[src/sac_params.svh]
/*
 * Constants of the speakerphone attenuation controller: register offsets,
 * reset values, range limits and timing figures.
 * Assumes it is included by bare name wherever a figure is needed.
 */
`ifndef SAC_PARAMS_SVH
`define SAC_PARAMS_SVH

`define SAC_CLK_HZ        200000000
`define SAC_SAMPLE_HZ     8000
`define SAC_MS_PER_S      1000
`define SAC_WAIT_STEP_MS  16

`define SAC_OFF_LOSS      12'h000
`define SAC_OFF_DECAY     12'h004
`define SAC_OFF_SWITCH    12'h008
`define SAC_OFF_WAIT      12'h00C
`define SAC_OFF_AVG_STC   12'h010
`define SAC_OFF_AVG_NTC   12'h014
`define SAC_OFF_OFFSET    12'h018
`define SAC_OFF_CHG_LIM   12'h01C
`define SAC_OFF_STATUS    12'h020
`define SAC_OFF_CMD       12'h024
`define SAC_OFF_AGC_RD    12'h028

`define SAC_LOSS_MAX      8'h5F
`define SAC_OFFSET_MAX    8'h32
`define SAC_LIMIT_MAX     8'h5F

`define SAC_RST_LOSS      8'h30
`define SAC_RST_DECAY     8'h10
`define SAC_RST_SWITCH    8'hF0
`define SAC_RST_WAIT      8'h0F
`define SAC_RST_AVG_STC   8'hC0
`define SAC_RST_AVG_NTC   8'h20
`define SAC_RST_OFFSET    8'h0C
`define SAC_RST_CHG_LIM   8'h40

`define SAC_FRAC_BITS     4
`define SAC_CMD_SNAP_BIT  0

`endif

[src/sac_pkg.sv]
/*
 * Types shared by the speakerphone attenuation controller files.
 * Assumes sac_params.svh is on the include path.
 */
package sac_pkg;

    typedef enum logic [1:0] {
        SAC_IDLE = 2'b00,
        SAC_TX   = 2'b01,
        SAC_RX   = 2'b10
    } sac_state_t;

    function automatic logic [7:0] sac_sat8(input logic [7:0] v,
                                            input logic [7:0] max);
        sac_sat8 = (v > max) ? max : v;
    endfunction : sac_sat8

endpackage : sac_pkg

[src/sac_speech_det.sv]
/*
 * Speech detector for one direction: noise averaging filter, offset stage
 * and noise monitor comparator, updated once per audio sample.
 * Assumes the level input is a log level in dB on the same clock.
 */
`timescale 1ns/10ps
`default_nettype none
`include "sac_params.svh"

module sac_speech_det
    import sac_pkg::*;
(
    input  wire logic       pclk,
    input  wire logic       presetn,
    input  wire logic       sample_en,
    input  wire logic [7:0] level,
    input  wire logic [7:0] avg_speech_tc,
    input  wire logic [7:0] avg_noise_tc,
    input  wire logic [7:0] level_offset,
    input  wire logic [7:0] avg_charge_limit,
    output logic            speech
);

    // A longer time constant gives a deeper shift, so a slower filter.
    function automatic logic [3:0] tc_shift(input logic [7:0] tc);
        logic [3:0] s;
        s = 4'h1;
        for (int i = 0; i < 8; i++) begin
            if (tc[i]) begin
                s = 4'(i + 1);
            end
        end
        tc_shift = s;
    endfunction : tc_shift

    logic [15:0]        avg_q, avg_d;
    logic               speech_q, speech_d;
    logic signed [16:0] diff;
    logic signed [16:0] step;
    logic [8:0]         thresh;
    logic [3:0]         sh;

    always_comb begin
        avg_d    = avg_q;
        speech_d = speech_q;
        diff     = $signed({1'b0, level, 8'h00}) - $signed({1'b0, avg_q});
        thresh   = {1'b0, avg_q[15:8]} + {1'b0, level_offset};
        sh       = speech_q ? tc_shift(avg_speech_tc)
                            : tc_shift(avg_noise_tc);
        step     = diff >>> sh;
        if (sample_en) begin
            speech_d = ({1'b0, level} > thresh);
            if (!(speech_q && avg_q[15:8] >= avg_charge_limit)) begin
                avg_d = 16'($signed({1'b0, avg_q}) + step);
            end
        end
    end

    always_ff @(posedge pclk or negedge presetn) begin
        if (!presetn) begin
            avg_q    <= 16'h0000;
            speech_q <= 1'b0;
        end else begin
            avg_q    <= avg_d;
            speech_q <= speech_d;
        end
    end

    assign speech = speech_q;

endmodule : sac_speech_det
`default_nettype wire

[src/sac_attn_ctrl.sv]
/*
 * Speakerphone attenuation controller: APB register file, sample and
 * millisecond dividers, two speech detectors, the three-state voice
 * switch and the loss ramp that drives both attenuation stages.
 * Assumes level, comparator and gain inputs come from logic on pclk.
 */
`timescale 1ns/10ps
`default_nettype none
`include "sac_params.svh"

module sac_attn_ctrl
    import sac_pkg::*;
#(
    parameter int SAMPLE_DIV = `SAC_CLK_HZ / `SAC_SAMPLE_HZ,
    parameter int MS_DIV     = `SAC_CLK_HZ / `SAC_MS_PER_S
) (
    input  wire logic        pclk,
    input  wire logic        presetn,
    input  wire logic        psel,
    input  wire logic        penable,
    input  wire logic        pwrite,
    input  wire logic [11:0] paddr,
    input  wire logic [31:0] pwdata,
    output logic      [31:0] prdata,
    output logic             pready,
    output logic             pslverr,
    input  wire logic [7:0]  tx_level,
    input  wire logic [7:0]  rx_level,
    input  wire logic        acoustic_side_comparator,
    input  wire logic        line_side_comparator,
    input  wire logic [7:0]  tx_auto_gain,
    input  wire logic [7:0]  rx_auto_gain,
    output logic      [11:0] tx_loss_stage,
    output logic      [11:0] rx_loss_stage,
    output logic      [1:0]  speaker_state_field
);

    if (SAMPLE_DIV < 2 || SAMPLE_DIV > 65535) begin : g_chk_sample
        $error("SAMPLE_DIV out of range");
    end
    if (MS_DIV < 2 || MS_DIV > 262143) begin : g_chk_ms
        $error("MS_DIV out of range");
    end

    localparam logic [15:0] SAMPLE_LAST = 16'(SAMPLE_DIV - 1);
    localparam logic [17:0] MS_LAST     = 18'(MS_DIV - 1);

    // Dividers: one-cycle enables for the sample rate and for milliseconds.
    logic [15:0] scnt_q, scnt_d;
    logic [17:0] mcnt_q, mcnt_d;
    logic        sample_en, ms_en;

    assign sample_en = (scnt_q == SAMPLE_LAST);
    assign ms_en     = (mcnt_q == MS_LAST);

    always_comb begin
        scnt_d = sample_en ? 16'h0000 : scnt_q + 16'h0001;
        mcnt_d = ms_en ? 18'h00000 : mcnt_q + 18'h00001;
    end

    always_ff @(posedge pclk or negedge presetn) begin
        if (!presetn) begin
            scnt_q <= 16'h0000;
            mcnt_q <= 18'h00000;
        end else begin
            scnt_q <= scnt_d;
            mcnt_q <= mcnt_d;
        end
    end

    // Register file.
    logic [7:0]  loss_q, loss_d;
    logic [7:0]  decay_q, decay_d;
    logic [7:0]  switch_q, switch_d;
    logic [7:0]  wait_q, wait_d;
    logic [7:0]  stc_q, stc_d;
    logic [7:0]  ntc_q, ntc_d;
    logic [7:0]  offs_q, offs_d;
    logic [7:0]  clim_q, clim_d;
    logic [7:0]  agc_snap_q, agc_snap_d;
    logic [31:0] prdata_q, prdata_d;
    logic        pready_q, pready_d;
    logic        pslverr_q, pslverr_d;
    logic        access, commit, mapped, ro_hit;
    logic [31:0] rd_mux;
    sac_state_t  state_q, state_d;
    logic        tx_speech, rx_speech;

    assign access = psel && penable && !pready_q;
    assign commit = psel && penable && pready_q;

    always_comb begin
        mapped = 1'b1;
        ro_hit = 1'b0;
        rd_mux = 32'h0000_0000;
        unique case (paddr)
            `SAC_OFF_LOSS:    rd_mux[7:0] = loss_q;
            `SAC_OFF_DECAY:   rd_mux[7:0] = decay_q;
            `SAC_OFF_SWITCH:  rd_mux[7:0] = switch_q;
            `SAC_OFF_WAIT:    rd_mux[7:0] = wait_q;
            `SAC_OFF_AVG_STC: rd_mux[7:0] = stc_q;
            `SAC_OFF_AVG_NTC: rd_mux[7:0] = ntc_q;
            `SAC_OFF_OFFSET:  rd_mux[7:0] = offs_q;
            `SAC_OFF_CHG_LIM: rd_mux[7:0] = clim_q;
            `SAC_OFF_STATUS: begin
                rd_mux[3:0] = {rx_speech, tx_speech, state_q};
                ro_hit      = 1'b1;
            end
            `SAC_OFF_CMD:     rd_mux = 32'h0000_0000;
            `SAC_OFF_AGC_RD: begin
                rd_mux[7:0] = agc_snap_q;
                ro_hit      = 1'b1;
            end
            default:          mapped = 1'b0;
        endcase
    end

    always_comb begin
        loss_d     = loss_q;
        decay_d    = decay_q;
        switch_d   = switch_q;
        wait_d     = wait_q;
        stc_d      = stc_q;
        ntc_d      = ntc_q;
        offs_d     = offs_q;
        clim_d     = clim_q;
        agc_snap_d = agc_snap_q;
        prdata_d   = prdata_q;
        pready_d   = access;
        pslverr_d  = access && (!mapped || (pwrite && ro_hit));
        if (access && !pwrite) begin
            prdata_d = rd_mux;
        end
        if (commit && pwrite && mapped) begin
            unique case (paddr)
                `SAC_OFF_LOSS:    loss_d   = sac_sat8(pwdata[7:0], `SAC_LOSS_MAX);
                `SAC_OFF_DECAY:   decay_d  = pwdata[7:0];
                `SAC_OFF_SWITCH:  switch_d = pwdata[7:0];
                `SAC_OFF_WAIT:    wait_d   = pwdata[7:0];
                `SAC_OFF_AVG_STC: stc_d    = pwdata[7:0];
                `SAC_OFF_AVG_NTC: ntc_d    = pwdata[7:0];
                `SAC_OFF_OFFSET:  offs_d   = sac_sat8(pwdata[7:0], `SAC_OFFSET_MAX);
                `SAC_OFF_CHG_LIM: clim_d   = sac_sat8(pwdata[7:0], `SAC_LIMIT_MAX);
                `SAC_OFF_CMD: begin
                    if (pwdata[`SAC_CMD_SNAP_BIT]) begin
                        agc_snap_d = rx_auto_gain;
                    end
                end
                default: ;
            endcase
        end
    end

    always_ff @(posedge pclk or negedge presetn) begin
        if (!presetn) begin
            loss_q     <= `SAC_RST_LOSS;
            decay_q    <= `SAC_RST_DECAY;
            switch_q   <= `SAC_RST_SWITCH;
            wait_q     <= `SAC_RST_WAIT;
            stc_q      <= `SAC_RST_AVG_STC;
            ntc_q      <= `SAC_RST_AVG_NTC;
            offs_q     <= `SAC_RST_OFFSET;
            clim_q     <= `SAC_RST_CHG_LIM;
            agc_snap_q <= 8'h00;
            prdata_q   <= 32'h0000_0000;
            pready_q   <= 1'b0;
            pslverr_q  <= 1'b0;
        end else begin
            loss_q     <= loss_d;
            decay_q    <= decay_d;
            switch_q   <= switch_d;
            wait_q     <= wait_d;
            stc_q      <= stc_d;
            ntc_q      <= ntc_d;
            offs_q     <= offs_d;
            clim_q     <= clim_d;
            agc_snap_q <= agc_snap_d;
            prdata_q   <= prdata_d;
            pready_q   <= pready_d;
            pslverr_q  <= pslverr_d;
        end
    end

    assign prdata  = prdata_q;
    assign pready  = pready_q;
    assign pslverr = pslverr_q;

    // Speech detectors share one parameter set for both directions.
    sac_speech_det u_tx_det (
        .pclk             (pclk),
        .presetn          (presetn),
        .sample_en        (sample_en),
        .level            (tx_level),
        .avg_speech_tc    (stc_q),
        .avg_noise_tc     (ntc_q),
        .level_offset     (offs_q),
        .avg_charge_limit (clim_q),
        .speech           (tx_speech)
    );

    sac_speech_det u_rx_det (
        .pclk             (pclk),
        .presetn          (presetn),
        .sample_en        (sample_en),
        .level            (rx_level),
        .avg_speech_tc    (stc_q),
        .avg_noise_tc     (ntc_q),
        .level_offset     (offs_q),
        .avg_charge_limit (clim_q),
        .speech           (rx_speech)
    );

    // Voice switch. Idle is entered only once the wait time has run out
    // without any speech, so short pauses do not start a decay.
    // Just as wide as the longest count needs, so a wait code of 255 (4096 ms)
    // is neither truncated to zero nor out of the counter's reach.
    logic [12:0] wcnt_q, wcnt_d;
    logic        decaying_q, decaying_d;
    logic        tx_go, rx_go, quiet, wait_done;

    assign tx_go     = tx_speech && acoustic_side_comparator;
    assign rx_go     = rx_speech && line_side_comparator;
    assign quiet     = !tx_speech && !rx_speech;
    assign wait_done = (wcnt_q >= 13'(({5'h00, wait_q} + 13'h0001) * `SAC_WAIT_STEP_MS));

    always_comb begin
        state_d    = state_q;
        wcnt_d     = wcnt_q;
        decaying_d = decaying_q;
        if (!quiet) begin
            wcnt_d = 13'h0000;
        end else if (ms_en && !wait_done) begin
            wcnt_d = wcnt_q + 13'h0001;
        end
        unique case (state_q)
            SAC_IDLE, SAC_TX, SAC_RX: begin
                if (tx_go && state_q != SAC_TX) begin
                    state_d    = SAC_TX;
                    decaying_d = 1'b0;
                end else if (rx_go && !tx_go && state_q != SAC_RX) begin
                    state_d    = SAC_RX;
                    decaying_d = 1'b0;
                end else if (quiet && wait_done && state_q != SAC_IDLE) begin
                    state_d    = SAC_IDLE;
                    decaying_d = 1'b1;
                end
            end
            default: begin
                state_d    = SAC_IDLE;
                decaying_d = 1'b0;
            end
        endcase
    end

    always_ff @(posedge pclk or negedge presetn) begin
        if (!presetn) begin
            state_q    <= SAC_IDLE;
            wcnt_q     <= 13'h0000;
            decaying_q <= 1'b0;
        end else begin
            state_q    <= state_d;
            wcnt_q     <= wcnt_d;
            decaying_q <= decaying_d;
        end
    end

    // Loss ramp in sixteenths of a dB; pos is the share on the receive path.
    logic [8:0]  gain_avg;
    logic [8:0]  eff_db;
    logic [11:0] span, target;
    logic [11:0] pos_q, pos_d;
    logic [7:0]  rcnt_q, rcnt_d;
    logic [11:0] step;
    logic [11:0] tx_loss_q, tx_loss_d;
    logic [11:0] rx_loss_q, rx_loss_d;
    logic [1:0]  sfield_q, sfield_d;

    always_comb begin
        gain_avg  = 9'(({1'b0, tx_auto_gain} + {1'b0, rx_auto_gain}) >> 1);
        eff_db    = {1'b0, loss_q} + gain_avg;
        if (eff_db > 9'h0FF) begin
            eff_db = 9'h0FF;
        end
        span      = {eff_db[7:0], 4'h0};
        unique case (state_q)
            SAC_TX:  target = span;
            SAC_RX:  target = 12'h000;
            default: target = {1'b0, span[11:1]};
        endcase
        pos_d     = pos_q;
        rcnt_d    = rcnt_q;
        step      = 12'h000;
        if (sample_en) begin
            if (decaying_q) begin
                if (rcnt_q >= decay_q) begin
                    rcnt_d = 8'h00;
                    step   = 12'h001;
                end else begin
                    rcnt_d = rcnt_q + 8'h01;
                end
            end else begin
                rcnt_d = 8'h00;
                step   = 12'h100 - {4'h0, switch_q};
            end
            if (pos_q < target) begin
                pos_d = (target - pos_q > step) ? pos_q + step : target;
            end else if (pos_q > target) begin
                pos_d = (pos_q - target > step) ? pos_q - step : target;
            end
        end
        rx_loss_d = (pos_q > span) ? span : pos_q;
        tx_loss_d = (pos_q > span) ? 12'h000 : span - pos_q;
        sfield_d  = state_q;
    end

    always_ff @(posedge pclk or negedge presetn) begin
        if (!presetn) begin
            pos_q     <= 12'h000;
            rcnt_q    <= 8'h00;
            tx_loss_q <= 12'h000;
            rx_loss_q <= 12'h000;
            sfield_q  <= 2'b00;
        end else begin
            pos_q     <= pos_d;
            rcnt_q    <= rcnt_d;
            tx_loss_q <= tx_loss_d;
            rx_loss_q <= rx_loss_d;
            sfield_q  <= sfield_d;
        end
    end

    assign tx_loss_stage       = tx_loss_q;
    assign rx_loss_stage       = rx_loss_q;
    assign speaker_state_field = sfield_q;

endmodule : sac_attn_ctrl
`default_nettype wire

[config.mk]
export PLATFORM = sky130hd
export DESIGN_NAME = sac_attn_ctrl
export DESIGN_NICKNAME = d
export VERILOG_FILES = /design/src/sac_pkg.sv /design/src/sac_speech_det.sv /design/src/sac_attn_ctrl.sv
export VERILOG_INCLUDE_DIRS = /design/src
export SDC_FILE = /design/constraint.sdc
export NUM_CORES = 1
export LEC_CHECK = 0
export BUFFER_PORTS_ARGS = -buffer_cell sky130_fd_sc_hd__buf_2
export CAP_MARGIN = 20
export CORE_UTILIZATION = 40
export CTS_BUF_LIST = sky130_fd_sc_hd__clkbuf_16
export DETAILED_ROUTE_END_ITERATION = 10
export SLEW_MARGIN = 20
export SYNTH_ARGS = -nofsm -noshare
export SYNTH_HDL_FRONTEND = slang
export SYNTH_HIERARCHICAL = 1
export SYNTH_SLANG_ARGS = --single-unit
export TNS_END_PERCENT = 100
[constraint.sdc]
create_clock -name pclk -period 10.38 [get_ports pclk]
set_input_delay 2.076 -clock pclk [delete_from_list [all_inputs] [get_ports pclk]]
set_output_delay 2.076 -clock pclk [all_outputs]
set_load 0.005 [all_outputs]
==> load_flow_metrics.sql <==
INSERT INTO impl_metrics (metric_group, metric, value, unit) VALUES
('route', 'drt-pass1-iter-count', '7', ''),
('final_layout', 'layout-area-overhead-vs-synth', '9.636', '%'),
('final_layout', 'net_count_final', '2509', ''),
('critical_path', 'setup.worst_path.class', 'input port to flop', ''),
('cts', 'cts_max_level', '1', ''),
('yosys', 'synth_seq_cells', '211', ''),
('timing', 'fin_crit_sh', '84.45', '%'),
('worst_hold_path', 'worst_min_delay_path_category', 'flop to flop', ''),
('critical_path', 'endpoint_kind', 'flop', ''),
('route', 'detail_route.drc_violations', '0', ''),
('route', 'initialDrtViolationCount', '1298', ''),
('final_layout', 'register_area', '0.005301', 'mm2'),
('pwr', 'power_leakage', '9.473', 'nW'),
('global_routing', 'global_route_wire_length_before_repair', '85390', 'um'),
('critical_path', 'cp_common_cell', 'a21oi_1', ''),
('yosys', 'synth.cell_area', '0.01866', 'mm2'),
('pwr', 'pwr-share-comb', '28.6', '%'),
('cts', 'cts-buffers-inserted', '27', ''),
('pwr', 'vdd.ir_drop.worst', '0.1408', 'mV'),
('cts', 'cts_tree', 'built', ''),
('route', 'wl_per_cell', '18.85', 'um'),
('route', 'avgViaCountPerCell', '5.761', ''),
('yosys', 'netlist_top_cells_area', 'dfrtp_1 (26%), ha_1 (13%), xnor2_1 (4.7%), mux2_2 (3.9%), nand2_1 (3.9%)', ''),
('final_layout', 'multiInputGateArea', '0.01244', 'mm2'),
('timing', 'transition_time_at_the_pin_with_the_least_slew_margin', '1153', 'ps'),
('pwr', 'power-per-cell-area', '120.4', 'mW/mm2'),
('timing', 'timing_hold_violations_final', '0', ''),
('yosys', 'yosys.cell_types.count', '111', ''),
('critical_path', 'worst_path_largest_cell_delay', '660', 'ps'),
('floorplanning', 'design.core.area', '0.04567', 'mm2'),
('critical_path', 'critPathSlowestCell', 'or4_4', ''),
('cts', 'clock_tree.root_cell', 'clkbuf_16', ''),
('timing', 'finalCriticalPeriod', '8766', 'ps'),
('placed_design', 'port_buffers', '94', ''),
('floorplanning', 'chip_width', '218.0', 'um'),
('yosys', 'synth.top_cell.area_share', '26.02', '%'),
('critical_path', 'cp_max_fo', '12', ''),
('status', 'outcome', 'finished, final reports clean', ''),
('yosys', 'yosysMostFrequentCell', 'ha_1', ''),
('timing', 'totalNegativeSetupSlack', '0', 'ps'),
('yosys', 'yosysWarnings', '6', ''),
('cts', 'hold_buffers', '0', ''),
('floorplanning', 'num_rows', '78', ''),
('floorplanning', 'die_h', '218.0', 'um'),
('placed_design', 'dp_hpwl', '41440', 'um'),
('route', 'postRouteWirelength', '53570', 'um'),
('timing', 'fin_worst_skew', '24.41', 'ps'),
('job', 'max_cap_viol_count', '0', ''),
('critical_path', 'worstPathArrival', '9150', 'ps'),
('yosys', 'synth_commonest_cells', 'ha_1 (197), dfrtp_1 (194), nand2_1 (194), nor2_1 (183), inv_1 (147)', ''),
('cts', 'clock_tree_buffer_depth', '3', ''),
('pwr', 'post-layout-total-power', '2.463', 'mW'),
('route', 'dr_total_vias', '16374', ''),
('yosys', 'dominantRegCellSynth', 'dfrtp_1', ''),
('yosys', 'netlist.top_cell.by_area', 'dfrtp_1', ''),
('global_routing', 'first_global_vias', '15769', ''),
('timing', 'slew_headroom', '22.56', '%'),
('cts', 'clock_sinks', '211', ''),
('pwr', 'power.share.switching', '33.09', '%'),
('critical_path', 'timing.critical_path.from_type', 'input port', ''),
('pwr', 'pwr-share-clk', '35.9', '%'),
('final_layout', 'postLayoutCoreUtil', '44.79', '%'),
('pwr', 'p_seq_share', '35.5', '%'),
('timing', 'max_freq', '114.1', 'MHz'),
('global_routing', 'grt_antenna_before_repair', '2', ''),
('floorplanning', 'dieArea', '0.04752', 'mm2'),
('timing', 'grt_setup_unrepaired', 'false', ''),
('yosys', 'synth-seq-area-share', '28.41', '%'),
('yosys', 'synth_edf_count', '0', ''),
('floorplanning', 'floorplan.io_pins', '143', ''),
('floorplanning', 'initial_core_util', '40.85', '%');
sequential cells by signal, indices dropped and copies added, names as in the netlist, 11 cells and up:
name	count
wcnt_q	13
u_tx_det/avg_q	16
pos_q	12
mcnt_q	18
rx_loss_stage	12
u_rx_det/avg_q	16
tx_loss_stage	11
scnt_q	16
per-layer routing:
metal / share of wire [%] / up-vias / track usage, %
met3: 5.4 / 86 / 2.762
met2: 46 / 496 / 36.65
met1: 46 / 7896 / 30.87
met4: 2.3 / 0 / 5.897
li1: - / 7896 / -
met5: 0 / - / 0
cells in the final DEF, fill, tap and decap left out, types with 8 or more instances in the layout:
cell type and n:
a211oi_1 21, a21o_1 41, a21oi_1 120, a221oi_1 14
a22o_1 11, a22oi_1 24, a31oi_1 26, and2_1 15
and3_1 20, buf_2 93, buf_4 9, clkbuf_16 27
conb_1 24, dfrtp_1 194, dfstp_2 17, fa_1 8
ha_1 197, inv_1 158, mux2_2 65, mux2i_1 32
nand2_1 194, nand2b_1 34, nand3_1 58, nand4_1 12
nor2_1 183, nor2b_1 17, nor3_1 58, nor4_1 12
o211ai_1 18, o21a_1 21, o21ai_0 112, o21ai_1 14
o21bai_1 16, o221ai_1 10, o31ai_1 18, o41ai_1 8
or3_1 23, xnor2_1 100, xor2_1 52
power groups by stage:
stage / Sequential [mW] / Combinational [mW] / Clock [mW]
floorplan: 0.887 / 0.499 / 0
global placement: 0.888 / 0.682 / 0
detailed placement: 0.889 / 0.692 / 0
CTS: 0.875 / 0.695 / 0.915
global route: 0.878 / 0.780 / 0.943
finish: 0.873 / 0.705 / 0.884
worst paths after layout:
kind / slack, ps / cells after the start / startpoint / endpoint
worst max-delay path: 1610 / 31 / tx_auto_gain[1] / pos_q[3]
worst min-delay path: 460 / 1 / mcnt_q[4] / mcnt_q[4]
worst max register to register: 4050 / 24 / loss_q[0] / pos_q[3]
worst min register to register: 460 / 1 / mcnt_q[4] / mcnt_q[4]
max in group asynchronous: 7350 / 3 / presetn / decay_q[1]
min in group asynchronous: 1500 / 1 / presetn / rx_loss_stage[11]
per-stage QoR:
step           setup slack [ps]  instance area [um2]  hold WS (ps)  instances
2_1_floorplan              2452                18750         437.6       2172
3_3_place_gp               1380                19600         457.5       2791
3_5_place_dp               1247                19600         458.1       2791
4_1_cts                    1839                20420         466.6       2838
5_1_grt                    1197                20450         495.2       2841
6_report                   1614                20460         463.8       2842
logic make-up after synthesis:
group	Yosys count	share of synthesized area (%)
other cells	1	0.02010
mux	98	5.720
compound gates	571	21.26
fa+ha+maj	207	14.18
flops	211	28.41
xor+xnor	154	7.309
simple gates	675	17.66
buf+inv	232	5.438
layout make-up:
class,count,area share [%]
multi-input cells,1729,60.81
flip-flops and latches,211,25.91
well taps,600,3.670
clock buffers,27,3.303
repair buffers,105,2.869
inverters,147,2.697
clock inverters,20,0.7034
diodes,3,0.03670
critical path: cells and delay by family:
family	cells	cell delay (ps)
AO/OA/AOI/OAI	16	3290
AND/OR/NAND/NOR	6	1510
adder cells (fa/ha/maj)	4	1650
buffers and inverters	3	210
XOR/XNOR	2	380
No activity file was read; power rests on OpenSTA's default activity.
